### src/rtl/asc_pkg.sv
// constants, register map and frame kinds of the async serial core
package asc_pkg;
	localparam int BAUD_DIV_W = 13;
	localparam int CLK_PER_BIT_FACTOR = 32;
	localparam int SAMPLES_PER_BIT = 16;
	localparam int CLK_PER_SAMPLE_FACTOR = CLK_PER_BIT_FACTOR / SAMPLES_PER_BIT;
	localparam int DATA_W = 9;
	localparam int FRAME_W = 11;
	localparam logic [3:0] FRAME_LEN_SHORT = 4'hA;
	localparam logic [3:0] FRAME_LEN_LONG = 4'hB;
	localparam logic [3:0] PHASE_LAST = 4'hF;
	localparam logic [3:0] PHASE_S1 = 4'h7;
	localparam logic [3:0] PHASE_S2 = 4'h8;
	localparam logic [3:0] PHASE_S3 = 4'h9;
	localparam logic [3:0] PHASE_DECIDE = 4'hA;
	localparam logic [3:0] PHASE_AFTER_EDGE = 4'h1;
	localparam logic [1:0] START_ONES_MIN = 2'h3;
	// register byte offsets
	localparam logic [7:0] OFS_BAUD = 8'h00;
	localparam logic [7:0] OFS_CTRL = 8'h04;
	localparam logic [7:0] OFS_STATUS = 8'h08;
	localparam logic [7:0] OFS_DATA = 8'h0C;
	// serial_ctrl_one fields
	localparam int CB_SBK = 0;
	localparam int CB_RXEN = 1;
	localparam int CB_TXEN = 2;
	localparam int CB_RIE = 4;
	localparam int CB_TX_COMPLETE_IRQ_ENABLE = 5;
	localparam int CB_TIE = 6;
	localparam int CB_OD = 7;
	localparam int CB_LONG = 8;
	localparam int CB_PE = 9;
	localparam int CB_PODD = 10;
	localparam int CB_POUT = 11;
	localparam int CB_PDIR = 12;
	localparam int CTRL_W = 13;
	localparam logic [12:0] CTRL_RST = 13'h0000;
	localparam logic [12:0] BAUD_RST = 13'h0000;
	// serial_status_reg fields
	localparam int SB_PF = 0;
	localparam int SB_FE = 1;
	localparam int SB_NF = 2;
	localparam int SB_OR = 3;
	localparam int SB_RX_FULL_FLAG = 4;
	localparam int SB_TC = 5;
	localparam int SB_TX_EMPTY_FLAG = 6;
	localparam int STAT_W = 7;
	localparam logic [6:0] STAT_RST = 7'h60;
	typedef enum logic [1:0] {
		ASC_FK_DATA = 2'b00,
		ASC_FK_IDLE = 2'b01,
		ASC_FK_BREAK = 2'b10,
		ASC_FK_MARK = 2'b11
	} asc_frame_t;
	typedef enum logic [1:0] {
		ASC_RX_IDLE = 2'b00,
		ASC_RX_START = 2'b01,
		ASC_RX_DATA = 2'b10,
		ASC_RX_STOP = 2'b11
	} asc_rx_state_t;
endpackage

### src/rtl/asc_baud.sv
// baud generator: sample-rate tick at sixteen times the bit rate
module asc_baud import asc_pkg::*; #(
	parameter int DIV_W = BAUD_DIV_W
) (
	input wire logic i_ref_clk,
	input wire logic i_rst,
	input wire logic [DIV_W-1:0] i_divisor,
	output logic o_tick
);
	if (DIV_W < 1) $error("divisor width must be positive");
	logic [DIV_W:0] cnt_reg;
	logic [DIV_W:0] top;
	// bit rate = fclk / (32 * divisor), so a sample tick every 2 * divisor clocks
	assign top = (DIV_W+1)'(CLK_PER_SAMPLE_FACTOR) * {1'b0, i_divisor} - (DIV_W+1)'(1);
	always_ff @(posedge i_ref_clk or posedge i_rst) begin
		if (i_rst) begin
			cnt_reg <= '0;
			o_tick <= 1'b0;
		end else if (i_divisor == '0) begin
			cnt_reg <= '0;
			o_tick <= 1'b0;
		end else if (cnt_reg >= top) begin
			cnt_reg <= '0;
			o_tick <= 1'b1;
		end else begin
			cnt_reg <= cnt_reg + (DIV_W+1)'(1);
			o_tick <= 1'b0;
		end
	end
endmodule

### src/rtl/asc_sync.sv
// three-stage input synchroniser; level accepted when stages two and three agree
module asc_sync (
	input wire logic i_ref_clk,
	input wire logic i_rst,
	input wire logic i_pin,
	output logic o_level
);
	logic s1_reg;
	logic s2_reg;
	logic s3_reg;
	always_ff @(posedge i_ref_clk or posedge i_rst) begin
		if (i_rst) begin
			s1_reg <= 1'b1;
			s2_reg <= 1'b1;
			s3_reg <= 1'b1;
			o_level <= 1'b1;
		end else begin
			s1_reg <= i_pin;
			s2_reg <= s1_reg;
			s3_reg <= s2_reg;
			if (s2_reg == s3_reg) begin
				o_level <= s3_reg;
			end
		end
	end
endmodule

### src/rtl/asc_core.sv
// async serial transmitter/receiver core with apb register slave
// Functional notes
// - bit rate is clock over 32 times divisor
// - divisor zero stops the baud generator
// - sample at 16x, re-centre on line edges
// - parity select: 0 even, 1 odd, both directions
// - parity in top data position, generated and checked
// - length and parity pick 8, 7+p, 9, 8+p
// - shifter drives pin while enabled or busy
// - open-drain select applies to transmit pin
// - holding buffer; empty flag; rewrite overwrites
// - complete flag cleared by status read then write
// - enabling sends idle preamble, then sets complete
// - break frames while break set, after current frame
// - break end sets complete, then one mark bit
// - all sent and enabled: flags set, pin high
// - disable: finish pending, release pin, drop buffer
// - re-enable while busy: finish, preamble, continue
// - empty and complete raise enabled interrupt requests
// - stop bit moves data, sets full flag
// - error flags set only at the move
// - full at completion: overrun, data kept, no errors
// - status read arms, data read clears armed flags
// - full flag raises receive request when enabled
// - frame: start low, data lsb first, parity, stop
//
// The address map and the APB register port are this design's own decisions.
module asc_core import asc_pkg::*; #(
	parameter int DIV_W = BAUD_DIV_W
) (
	input wire logic i_ref_clk,
	input wire logic i_rst,
	input wire logic i_psel,
	input wire logic i_penable,
	input wire logic i_pwrite,
	input wire logic [7:0] i_paddr,
	input wire logic [31:0] i_pwdata,
	output logic [31:0] o_prdata,
	output logic o_pready,
	output logic o_pslverr,
	input wire logic i_rxd,
	output logic o_txd_out,
	output logic o_txd_oe,
	output logic o_tx_irq,
	output logic o_rx_irq
);
	if (DIV_W < 1 || DIV_W > BAUD_DIV_W) $error("divisor width out of range");

	logic [DIV_W-1:0] baud_divisor_reg;
	logic [CTRL_W-1:0] serial_ctrl_one_reg;
	logic [STAT_W-1:0] serial_status_reg;
	logic [STAT_W-1:0] arm_reg;
	logic [DATA_W-1:0] tx_holding_reg;
	logic [DATA_W-1:0] rx_holding_reg;
	logic tick;
	logic rx_level;

	logic setup;
	logic access;
	logic wr_data;
	logic rd_data;
	logic rd_status;
	logic tx_accept;
	assign setup = i_psel & ~i_penable;
	assign access = i_psel & i_penable;
	assign wr_data = access & i_pwrite & (i_paddr == OFS_DATA);
	assign rd_data = access & ~i_pwrite & (i_paddr == OFS_DATA);
	assign rd_status = access & ~i_pwrite & (i_paddr == OFS_STATUS);
	// a data write with the empty flag set and not armed is dropped
	assign tx_accept = wr_data & (~serial_status_reg[SB_TX_EMPTY_FLAG] | arm_reg[SB_TX_EMPTY_FLAG]);

	logic tx_en;
	logic send_break;
	logic long_frame;
	logic par_en;
	logic par_odd;
	assign tx_en = serial_ctrl_one_reg[CB_TXEN];
	assign send_break = serial_ctrl_one_reg[CB_SBK];
	assign long_frame = serial_ctrl_one_reg[CB_LONG];
	assign par_en = serial_ctrl_one_reg[CB_PE];
	assign par_odd = serial_ctrl_one_reg[CB_PODD];

	asc_baud #(.DIV_W(DIV_W)) u_baud (
		.i_ref_clk(i_ref_clk),
		.i_rst(i_rst),
		.i_divisor(baud_divisor_reg),
		.o_tick(tick)
	);

	asc_sync u_sync (
		.i_ref_clk(i_ref_clk),
		.i_rst(i_rst),
		.i_pin(i_rxd),
		.o_level(rx_level)
	);

	// apb: zero wait states, read data and error prepared in the setup cycle
	always_ff @(posedge i_ref_clk or posedge i_rst) begin
		if (i_rst) begin
			o_prdata <= 32'h00000000;
			o_pready <= 1'b0;
			o_pslverr <= 1'b0;
		end else begin
			o_pready <= 1'b1;
			if (setup) begin
				o_pslverr <= 1'b0;
				unique case (i_paddr)
					OFS_BAUD: o_prdata <= 32'(baud_divisor_reg);
					OFS_CTRL: o_prdata <= 32'(serial_ctrl_one_reg);
					OFS_STATUS: o_prdata <= 32'(serial_status_reg);
					OFS_DATA: o_prdata <= 32'(rx_holding_reg);
					default: begin
						o_prdata <= 32'h00000000;
						o_pslverr <= 1'b1;
					end
				endcase
			end
		end
	end

	always_ff @(posedge i_ref_clk or posedge i_rst) begin
		if (i_rst) begin
			baud_divisor_reg <= DIV_W'(BAUD_RST);
			serial_ctrl_one_reg <= CTRL_RST;
		end else if (access & i_pwrite) begin
			if (i_paddr == OFS_BAUD) begin
				baud_divisor_reg <= i_pwdata[DIV_W-1:0];
			end
			if (i_paddr == OFS_CTRL) begin
				serial_ctrl_one_reg <= i_pwdata[CTRL_W-1:0];
			end
		end
	end

	// status read snapshots the set flags; the matching data access clears them
	always_ff @(posedge i_ref_clk or posedge i_rst) begin
		if (i_rst) begin
			arm_reg <= '0;
		end else if (rd_status) begin
			arm_reg <= serial_status_reg;
		end else if (rd_data) begin
			arm_reg[SB_RX_FULL_FLAG:SB_PF] <= '0;
		end else if (wr_data) begin
			arm_reg[SB_TX_EMPTY_FLAG:SB_TC] <= '0;
		end
	end

	// transmitter
	logic [FRAME_W-1:0] tx_shift_reg;
	logic [3:0] tx_left_reg;
	logic [3:0] tx_phase_reg;
	asc_frame_t tx_kind_reg;
	logic tx_drive_reg;
	logic te_d_reg;
	logic pre_pend_reg;
	logic brk_was_reg;
	logic tx_step;
	logic tx_load;
	asc_frame_t nxt_kind;
	logic [FRAME_W-1:0] nxt_frame;
	logic [3:0] nxt_len;
	logic [3:0] frame_len;
	logic [DATA_W-1:0] tx_word;
	logic tx_par;

	assign frame_len = long_frame ? FRAME_LEN_LONG : FRAME_LEN_SHORT;
	assign tx_par = ^(long_frame ? tx_holding_reg[7:0] : {1'b0, tx_holding_reg[6:0]}) ^ par_odd;
	always_comb begin
		tx_word = tx_holding_reg;
		if (par_en) begin
			if (long_frame) begin
				tx_word[8] = tx_par;
			end else begin
				tx_word[7] = tx_par;
			end
		end
		if (!long_frame) begin
			tx_word[8] = 1'b1;
		end
	end
	assign tx_step = tick & ((tx_left_reg == 4'h0) | ((tx_phase_reg == PHASE_LAST)
		& (tx_left_reg == 4'h1)));

	always_comb begin
		tx_load = 1'b1;
		nxt_kind = ASC_FK_DATA;
		nxt_len = frame_len;
		nxt_frame = {1'b1, tx_word, 1'b0};
		if (pre_pend_reg) begin
			nxt_kind = ASC_FK_IDLE;
			nxt_frame = '1;
		end else if (send_break & tx_en) begin
			nxt_kind = ASC_FK_BREAK;
			nxt_frame = '0;
		end else if (brk_was_reg) begin
			nxt_kind = ASC_FK_MARK;
			nxt_frame = '1;
			nxt_len = 4'h1;
		end else if (!(tx_en & ~serial_status_reg[SB_TX_EMPTY_FLAG])) begin
			tx_load = 1'b0;
		end
	end

	always_ff @(posedge i_ref_clk or posedge i_rst) begin
		if (i_rst) begin
			tx_shift_reg <= '1;
			tx_left_reg <= 4'h0;
			tx_phase_reg <= 4'h0;
			tx_kind_reg <= ASC_FK_IDLE;
			tx_drive_reg <= 1'b0;
			brk_was_reg <= 1'b0;
		end else if (tx_step) begin
			tx_phase_reg <= 4'h0;
			if (tx_load) begin
				tx_shift_reg <= nxt_frame;
				tx_left_reg <= nxt_len;
				tx_kind_reg <= nxt_kind;
				tx_drive_reg <= 1'b1;
				brk_was_reg <= (nxt_kind == ASC_FK_BREAK);
			end else begin
				tx_shift_reg <= '1;
				tx_left_reg <= 4'h0;
				tx_drive_reg <= tx_en;
			end
		end else if (tick) begin
			tx_phase_reg <= tx_phase_reg + 4'h1;
			if (tx_phase_reg == PHASE_LAST && tx_left_reg > 4'h1) begin
				tx_shift_reg <= {1'b1, tx_shift_reg[FRAME_W-1:1]};
				tx_left_reg <= tx_left_reg - 4'h1;
			end
		end
	end

	// preamble queued on each enable edge, even while a frame is still going
	always_ff @(posedge i_ref_clk or posedge i_rst) begin
		if (i_rst) begin
			te_d_reg <= 1'b0;
			pre_pend_reg <= 1'b0;
		end else begin
			te_d_reg <= tx_en;
			if (tx_step & tx_load & (nxt_kind == ASC_FK_IDLE)) begin
				pre_pend_reg <= 1'b0;
			end
			if (tx_en & ~te_d_reg) begin
				pre_pend_reg <= 1'b1;
			end
		end
	end

	logic frame_done;
	logic tc_set;
	assign frame_done = tx_step & (tx_left_reg != 4'h0);
	assign tc_set = frame_done & ((tx_kind_reg == ASC_FK_IDLE) | ~tx_load
		| ((tx_kind_reg == ASC_FK_BREAK) & (nxt_kind != ASC_FK_BREAK)));

	always_ff @(posedge i_ref_clk or posedge i_rst) begin
		if (i_rst) begin
			tx_holding_reg <= '0;
			serial_status_reg[SB_TX_EMPTY_FLAG] <= STAT_RST[SB_TX_EMPTY_FLAG];
		end else begin
			if (tx_accept) begin
				tx_holding_reg <= i_pwdata[DATA_W-1:0];
				serial_status_reg[SB_TX_EMPTY_FLAG] <= 1'b0;
			end
			if (tx_step & tx_load & (nxt_kind == ASC_FK_DATA)) begin
				serial_status_reg[SB_TX_EMPTY_FLAG] <= 1'b1;
			end
			if (tx_step & ~tx_en) begin
				serial_status_reg[SB_TX_EMPTY_FLAG] <= 1'b1;
			end
		end
	end

	always_ff @(posedge i_ref_clk or posedge i_rst) begin
		if (i_rst) begin
			serial_status_reg[SB_TC] <= STAT_RST[SB_TC];
		end else begin
			if (wr_data & arm_reg[SB_TC]) begin
				serial_status_reg[SB_TC] <= 1'b0;
			end
			if (tx_step & tx_load & (nxt_kind == ASC_FK_IDLE || nxt_kind == ASC_FK_BREAK)) begin
				serial_status_reg[SB_TC] <= 1'b0;
			end
			if (tc_set) begin
				serial_status_reg[SB_TC] <= 1'b1;
			end
		end
	end

	// pin: transmitter owns it while driving, otherwise the port bits do
	logic pin_val;
	logic pin_en;
	assign pin_val = tx_drive_reg ? tx_shift_reg[0] : serial_ctrl_one_reg[CB_POUT];
	assign pin_en = tx_drive_reg | serial_ctrl_one_reg[CB_PDIR];
	always_ff @(posedge i_ref_clk or posedge i_rst) begin
		if (i_rst) begin
			o_txd_out <= 1'b1;
			o_txd_oe <= 1'b0;
		end else begin
			o_txd_out <= pin_val;
			o_txd_oe <= pin_en & (~serial_ctrl_one_reg[CB_OD] | ~pin_val);
		end
	end

	always_ff @(posedge i_ref_clk or posedge i_rst) begin
		if (i_rst) begin
			o_tx_irq <= 1'b0;
			o_rx_irq <= 1'b0;
		end else begin
			o_tx_irq <= (serial_status_reg[SB_TX_EMPTY_FLAG] & serial_ctrl_one_reg[CB_TIE])
				| (serial_status_reg[SB_TC] & serial_ctrl_one_reg[CB_TX_COMPLETE_IRQ_ENABLE]);
			o_rx_irq <= serial_status_reg[SB_RX_FULL_FLAG] & serial_ctrl_one_reg[CB_RIE];
		end
	end

	// receiver
	asc_rx_state_t rx_state_reg;
	logic [3:0] rx_phase_reg;
	logic [3:0] rx_idx_reg;
	logic [1:0] ones_reg;
	logic [2:0] smp_reg;
	logic rx_last_reg;
	logic rx_noise_reg;
	logic [DATA_W-1:0] rx_shift_reg;
	logic maj;
	logic noisy;
	logic edge_seen;
	logic decide;
	logic rx_done;
	logic [DATA_W-1:0] rx_word;
	logic rx_pf;
	logic [3:0] data_bits;

	assign maj = (smp_reg[0] & smp_reg[1]) | (smp_reg[0] & smp_reg[2])
		| (smp_reg[1] & smp_reg[2]);
	assign noisy = ~(&smp_reg) & (|smp_reg);
	assign edge_seen = tick & (rx_level != rx_last_reg);
	assign decide = tick & (rx_phase_reg == PHASE_DECIDE) & (rx_state_reg != ASC_RX_IDLE);
	assign data_bits = long_frame ? 4'h9 : 4'h8;
	assign rx_done = decide & (rx_state_reg == ASC_RX_STOP);
	assign rx_word = long_frame ? rx_shift_reg : {1'b0, rx_shift_reg[DATA_W-1:1]};
	assign rx_pf = par_en & ((^rx_word) != par_odd);

	always_ff @(posedge i_ref_clk or posedge i_rst) begin
		if (i_rst) begin
			rx_state_reg <= ASC_RX_IDLE;
			rx_phase_reg <= 4'h0;
			rx_idx_reg <= 4'h0;
			ones_reg <= 2'h0;
			smp_reg <= 3'h7;
			rx_last_reg <= 1'b1;
			rx_noise_reg <= 1'b0;
			rx_shift_reg <= '0;
		end else if (!serial_ctrl_one_reg[CB_RXEN]) begin
			rx_state_reg <= ASC_RX_IDLE;
			ones_reg <= 2'h0;
		end else if (tick) begin
			rx_last_reg <= rx_level;
			rx_phase_reg <= rx_phase_reg + 4'h1;
			if (edge_seen && (rx_phase_reg > PHASE_DECIDE || rx_phase_reg < PHASE_S1 - 4'h1)) begin
				rx_phase_reg <= PHASE_AFTER_EDGE;
			end
			if (rx_phase_reg == PHASE_S1) smp_reg[0] <= rx_level;
			if (rx_phase_reg == PHASE_S2) smp_reg[1] <= rx_level;
			if (rx_phase_reg == PHASE_S3) smp_reg[2] <= rx_level;
			unique case (rx_state_reg)
				ASC_RX_IDLE: begin
					if (rx_level) begin
						ones_reg <= (ones_reg == START_ONES_MIN) ? ones_reg : ones_reg + 2'h1;
					end else if (ones_reg == START_ONES_MIN) begin
						rx_state_reg <= ASC_RX_START;
						rx_phase_reg <= PHASE_AFTER_EDGE;
						rx_noise_reg <= 1'b0;
						rx_idx_reg <= 4'h0;
					end else begin
						ones_reg <= 2'h0;
					end
				end
				ASC_RX_START: begin
					if (decide) begin
						rx_noise_reg <= noisy;
						rx_state_reg <= maj ? ASC_RX_IDLE : ASC_RX_DATA;
						ones_reg <= 2'h0;
					end
				end
				ASC_RX_DATA: begin
					if (decide) begin
						rx_noise_reg <= rx_noise_reg | noisy;
						rx_shift_reg <= {maj, rx_shift_reg[DATA_W-1:1]};
						rx_idx_reg <= rx_idx_reg + 4'h1;
						if (rx_idx_reg + 4'h1 == data_bits) begin
							rx_state_reg <= ASC_RX_STOP;
						end
					end
				end
				ASC_RX_STOP: begin
					if (decide) begin
						rx_state_reg <= ASC_RX_IDLE;
						ones_reg <= maj ? START_ONES_MIN : 2'h0;
					end
				end
			endcase
		end
	end

	// frame completion: move or overrun, errors only with a move
	always_ff @(posedge i_ref_clk or posedge i_rst) begin
		if (i_rst) begin
			rx_holding_reg <= '0;
			serial_status_reg[SB_RX_FULL_FLAG:SB_PF] <= STAT_RST[SB_RX_FULL_FLAG:SB_PF];
		end else begin
			if (rd_data) begin
				serial_status_reg[SB_RX_FULL_FLAG:SB_PF] <= serial_status_reg[SB_RX_FULL_FLAG:SB_PF]
					& ~arm_reg[SB_RX_FULL_FLAG:SB_PF];
			end
			if (rx_done) begin
				if (serial_status_reg[SB_RX_FULL_FLAG] & ~(rd_data & arm_reg[SB_RX_FULL_FLAG])) begin
					serial_status_reg[SB_OR] <= 1'b1;
				end else begin
					rx_holding_reg <= rx_word;
					serial_status_reg[SB_RX_FULL_FLAG] <= 1'b1;
					serial_status_reg[SB_OR] <= 1'b0;
					serial_status_reg[SB_NF] <= rx_noise_reg | noisy;
					serial_status_reg[SB_FE] <= ~maj;
					serial_status_reg[SB_PF] <= rx_pf;
				end
			end
		end
	end
endmodule

### config.mk
export PLATFORM = sky130hd
export DESIGN_NAME = asc_core
export DESIGN_NICKNAME = d
export VERILOG_FILES = /design/src/rtl/asc_pkg.sv /design/src/rtl/asc_baud.sv /design/src/rtl/asc_sync.sv /design/src/rtl/asc_core.sv
export SDC_FILE = /design/constraint.sdc
export NUM_CORES = 1
export LEC_CHECK = 0
export BUFFER_PORTS_ARGS = -buffer_cell sky130_fd_sc_hd__buf_4
export CELL_PAD_IN_SITES_DETAIL_PLACEMENT = 1
export CELL_PAD_IN_SITES_GLOBAL_PLACEMENT = 1
export CORE_UTILIZATION = 35
export DETAILED_ROUTE_END_ITERATION = 8
export GPL_TIMING_DRIVEN = 0
export PLACE_DENSITY_LB_ADDON = 0.12
export SYNTH_ARGS = -nofsm -noshare
export SYNTH_HDL_FRONTEND = slang
export SYNTH_SLANG_ARGS = --single-unit
### constraint.sdc
create_clock -name i_ref_clk -period 14.35 [get_ports i_ref_clk]
set_input_delay 3.5875 -clock i_ref_clk [delete_from_list [all_inputs] [get_ports i_ref_clk]]
set_output_delay 3.5875 -clock i_ref_clk [all_outputs]
set_load 0.005 [all_outputs]
==> run metrics <==
startpoint kind of the worst setup timing path=primary input; TritonCTS clock tree=yes; diodes inserted=0; post-synthesis async set-or-reset flop share=1.00; total number of yosys warnings=0; count of flip-flops with a built-in enable after synthesis=0; fraction of final layout cells with drive strength greater than 1=0.264; Worst-Margin Slew=0.964 ns; Avg Cell Area, Syn=~11 µm²; count of routing violations after the opening detailed-route iteration=roughly 170; via count of the first global-routing pass=6064; outcome=finished clean; synthesis-stage register bit count=~150; count of max-cap constraint violations=0; Congestion Overflow GR=0; Synth area leader=sky130_fd_sc_hd__dfrtp_1; Max transition margin=0.352; Reg2Reg Setup Slack=roughly 11 ns; root buffer cell=sky130_fd_sc_hd__clkbuf_16; arrival time at the worst endpoint=5.60 ns; launching point of the worst reg2reg path=baud_divisor_reg[3]$_DFFE_PP0P_; crit-path max FO=10; total area of sequential cells=~3700 µm²; TritonCTS Buffers=17; Seq/Total Area, Yosys=0.473; Clock power frac=0.388; hold buffers post-CTS=0; ys flop type=sky130_fd_sc_hd__dfrtp_1; largest net degree at the start of global routing=97; layout net count=861; cell depth of the worst flop-to-flop path=11; IO buf count=between 40 and 50; top library cells by usage in the layout, fill and taps aside=sky130_fd_sc_hd__dfrtp_1, sky130_fd_sc_hd__buf_4, sky130_fd_sc_hd__mux2_2; vertical extent of the die=between 150 and 200 µm; number of hold violations in the final report=0; number of sinks on the clock net=between 100 and 150; flip-flop count of the largest register after layout=14; Mapped Cells=702; combined area of the multi-input logic cells=roughly 3800 µm²; detail-routed net length per standard cell=~19 µm; Setup TNS=0 ns; combinational share of power=0.170; standard cell core area=21900 µm²; type of the most critical hold path=flop to flop; routed vias=5674; worst setup skew after layout=around 0.008 ns; number of gates resized after CTS=0; cell area after synthesis=roughly 7800 µm²; all-layer global routing usage=0.191; Internal Dissipation=roughly 0.0008 W; die width=between 150 and 200 µm; count of standard-cell rows=54; number of fill cells in the layout=2413; sum of net half-perimeters after detailed placement=between 15000 and 20000 µm; critical path data required time=approximately 15 ns; Vias/cell=5.27; Period minus WS final=between 5 and 6 ns; crit path launch=i_paddr[5]; maximum count of clock buffers along a single path=2; ratio of final minimum period to clock period=0.369; fraction of power spent switching nets=0.304; highest clock frequency the design can meet=roughly 190 MHz; global-route wire length before repair=between 30000 and 40000 µm; remaining antenna violation count=0; Starting Density=0.358; Slew Viols, Final=0; Worst Setup Path Type=primary input to flop; end of the worst register-to-register path=u_baud.cnt_reg[5]$_DFF_PP0_; drt pass-1 iters=4; most common cell after layout, fill and taps aside=sky130_fd_sc_hd__dfrtp_1; Post-Route WL=20300 µm; latest clock arrival within the worst-skew pair=0.43 ns; Sequential Power Share=0.442; post-synth cell types=67; Setup Viol. Count Final=0; clock edge transition at the registers on the reported setup and hold paths=~0.06 ns; antenna violations before repair=0; share of the synthesized area in the top cell type=0.396; cell leakage power=between 4 and 5 nW; Critical Path Sink Type=flop; switching component of the power=around 0.00035 W; Hold Slack=approximately 0.36 ns; cells taking the most area after synthesis=sky130_fd_sc_hd__dfrtp_1, sky130_fd_sc_hd__mux2_2, sky130_fd_sc_hd__dfstp_2, sky130_fd_sc_hd__ha_1, sky130_fd_sc_hd__nand2_1; CTS H-tree lvls=4; last element of the critical path=baud_divisor_reg[8]$_DFFE_PP0P_; number of setup buffers added after CTS=0; setup repair after global routing missed its margin=no; count of pins on the block boundary=84; weighted congestion at the end of routability-driven global placement=about 0.76; number of DRC violations after detailed routing=0; cell area power density=~130 nW/µm²; floorplan die area=23000 µm²; maximum vdd drop=0.0602 mV; synth-to-layout area growth=17.3%
[routing by layer]
layer / GRT usage / up-vias / wire (µm)
li1: - / 2628 / -
met1: 0.235 / 2945 / 9120
met2: 0.333 / 77 / 10300
met3: 0.0410 / 24 / 637
met4: 0.0564 / 0 / 295
met5: 0 / - / 0
[kinds of logic after synthesis]
kind of cell	Yosys count	share of synthesized area
other	2	0.000958
buffers and inverters	71	0.0453
xor gates and xnor gates	43	0.0498
muxes	88	0.137
and+or+nand+nor	198	0.132
AOI/OAI and AO/OA	119	0.108
DFF	147	0.473
adders and majority gates	34	0.0536
[worst max-delay path, cell delays in order]
cell,delay (ns)
sky130_fd_sc_hd__buf_4,0.12
sky130_fd_sc_hd__nor4_4,0.30
sky130_fd_sc_hd__nand4_1,0.30
sky130_fd_sc_hd__nor3_2,0.57
sky130_fd_sc_hd__buf_2,0.36
sky130_fd_sc_hd__mux2_2,0.36
[synthesized netlist by cell type, types with 8 or more instances]
| cell type | count |
|---|---|
| sky130_fd_sc_hd__buf_4 | 20 |
| sky130_fd_sc_hd__nor2_1 | 38 |
| sky130_fd_sc_hd__nand2b_1 | 11 |
| sky130_fd_sc_hd__a22o_1 | 20 |
| sky130_fd_sc_hd__nand3_1 | 15 |
| sky130_fd_sc_hd__xor2_1 | 20 |
| sky130_fd_sc_hd__and3_1 | 8 |
| sky130_fd_sc_hd__a21o_1 | 9 |
| sky130_fd_sc_hd__ha_1 | 32 |
| sky130_fd_sc_hd__dfstp_2 | 23 |
| sky130_fd_sc_hd__clkbuf_1 | 17 |
| sky130_fd_sc_hd__a21oi_1 | 19 |
| sky130_fd_sc_hd__o21ai_0 | 29 |
| sky130_fd_sc_hd__inv_1 | 28 |
| sky130_fd_sc_hd__xnor2_1 | 22 |
| sky130_fd_sc_hd__mux2_2 | 58 |
| sky130_fd_sc_hd__mux2i_1 | 17 |
| sky130_fd_sc_hd__dfrtp_1 | 124 |
| sky130_fd_sc_hd__nor3_1 | 25 |
| sky130_fd_sc_hd__o31ai_1 | 8 |
| sky130_fd_sc_hd__nand2_1 | 56 |
[worst min path at each step]
stage	start	end	depth (start not counted)
2_1_floorplan	u_sync.s1_reg$_DFF_PP1_	u_sync.s2_reg$_DFF_PP1_	0
3_3_place_gp	u_sync.s1_reg$_DFF_PP1_	u_sync.s2_reg$_DFF_PP1_	0
3_5_place_dp	u_sync.s1_reg$_DFF_PP1_	u_sync.s2_reg$_DFF_PP1_	0
4_1_cts	u_sync.s1_reg$_DFF_PP1_	u_sync.s2_reg$_DFF_PP1_	0
5_1_grt	u_sync.s1_reg$_DFF_PP1_	u_sync.s2_reg$_DFF_PP1_	0
6_report	u_sync.s1_reg$_DFF_PP1_	u_sync.s2_reg$_DFF_PP1_	0
[per-stage QoR]
stage                     std cells   util  total power [W]  setup WS [ns]  instance area (µm²)
after global routing           1076  0.420          0.00121           8.98                 9200
after CTS                      1076  0.420          0.00116           9.03                 9200
final                          1076  0.420          0.00115           9.06                 9200
after detailed placement       1044  0.393         0.000711           8.58                 8610
after floorplan                 720      -         0.000643           6.85                 7910
after global placement         1043  0.392         0.000699           4.91                 8580
[power groups by stage]
stage	Clock (W)	Combinational, W	Sequential, W
2_1_floorplan	0	0.000141	0.000502
3_3_place_gp	0	0.000186	0.000513
3_5_place_dp	0	0.000195	0.000516
4_1_cts	0.000457	0.000199	0.000509
5_1_grt	0.000475	0.000221	0.000515
6_report	0.000446	0.000195	0.000509
[area by class of cell]
| type | count | area share |
|---|---|---|
| multi-input combinational | 502 | 0.418 |
| sequential | 147 | 0.403 |
| clock buffer | 18 | 0.0478 |
| timing repair buffer | 44 | 0.0381 |
| tap | 280 | 0.0381 |
| buffer | 43 | 0.0272 |
| clock inverter | 14 | 0.0159 |
| inverter | 28 | 0.0120 |
(Power assumes the default switching activity.)
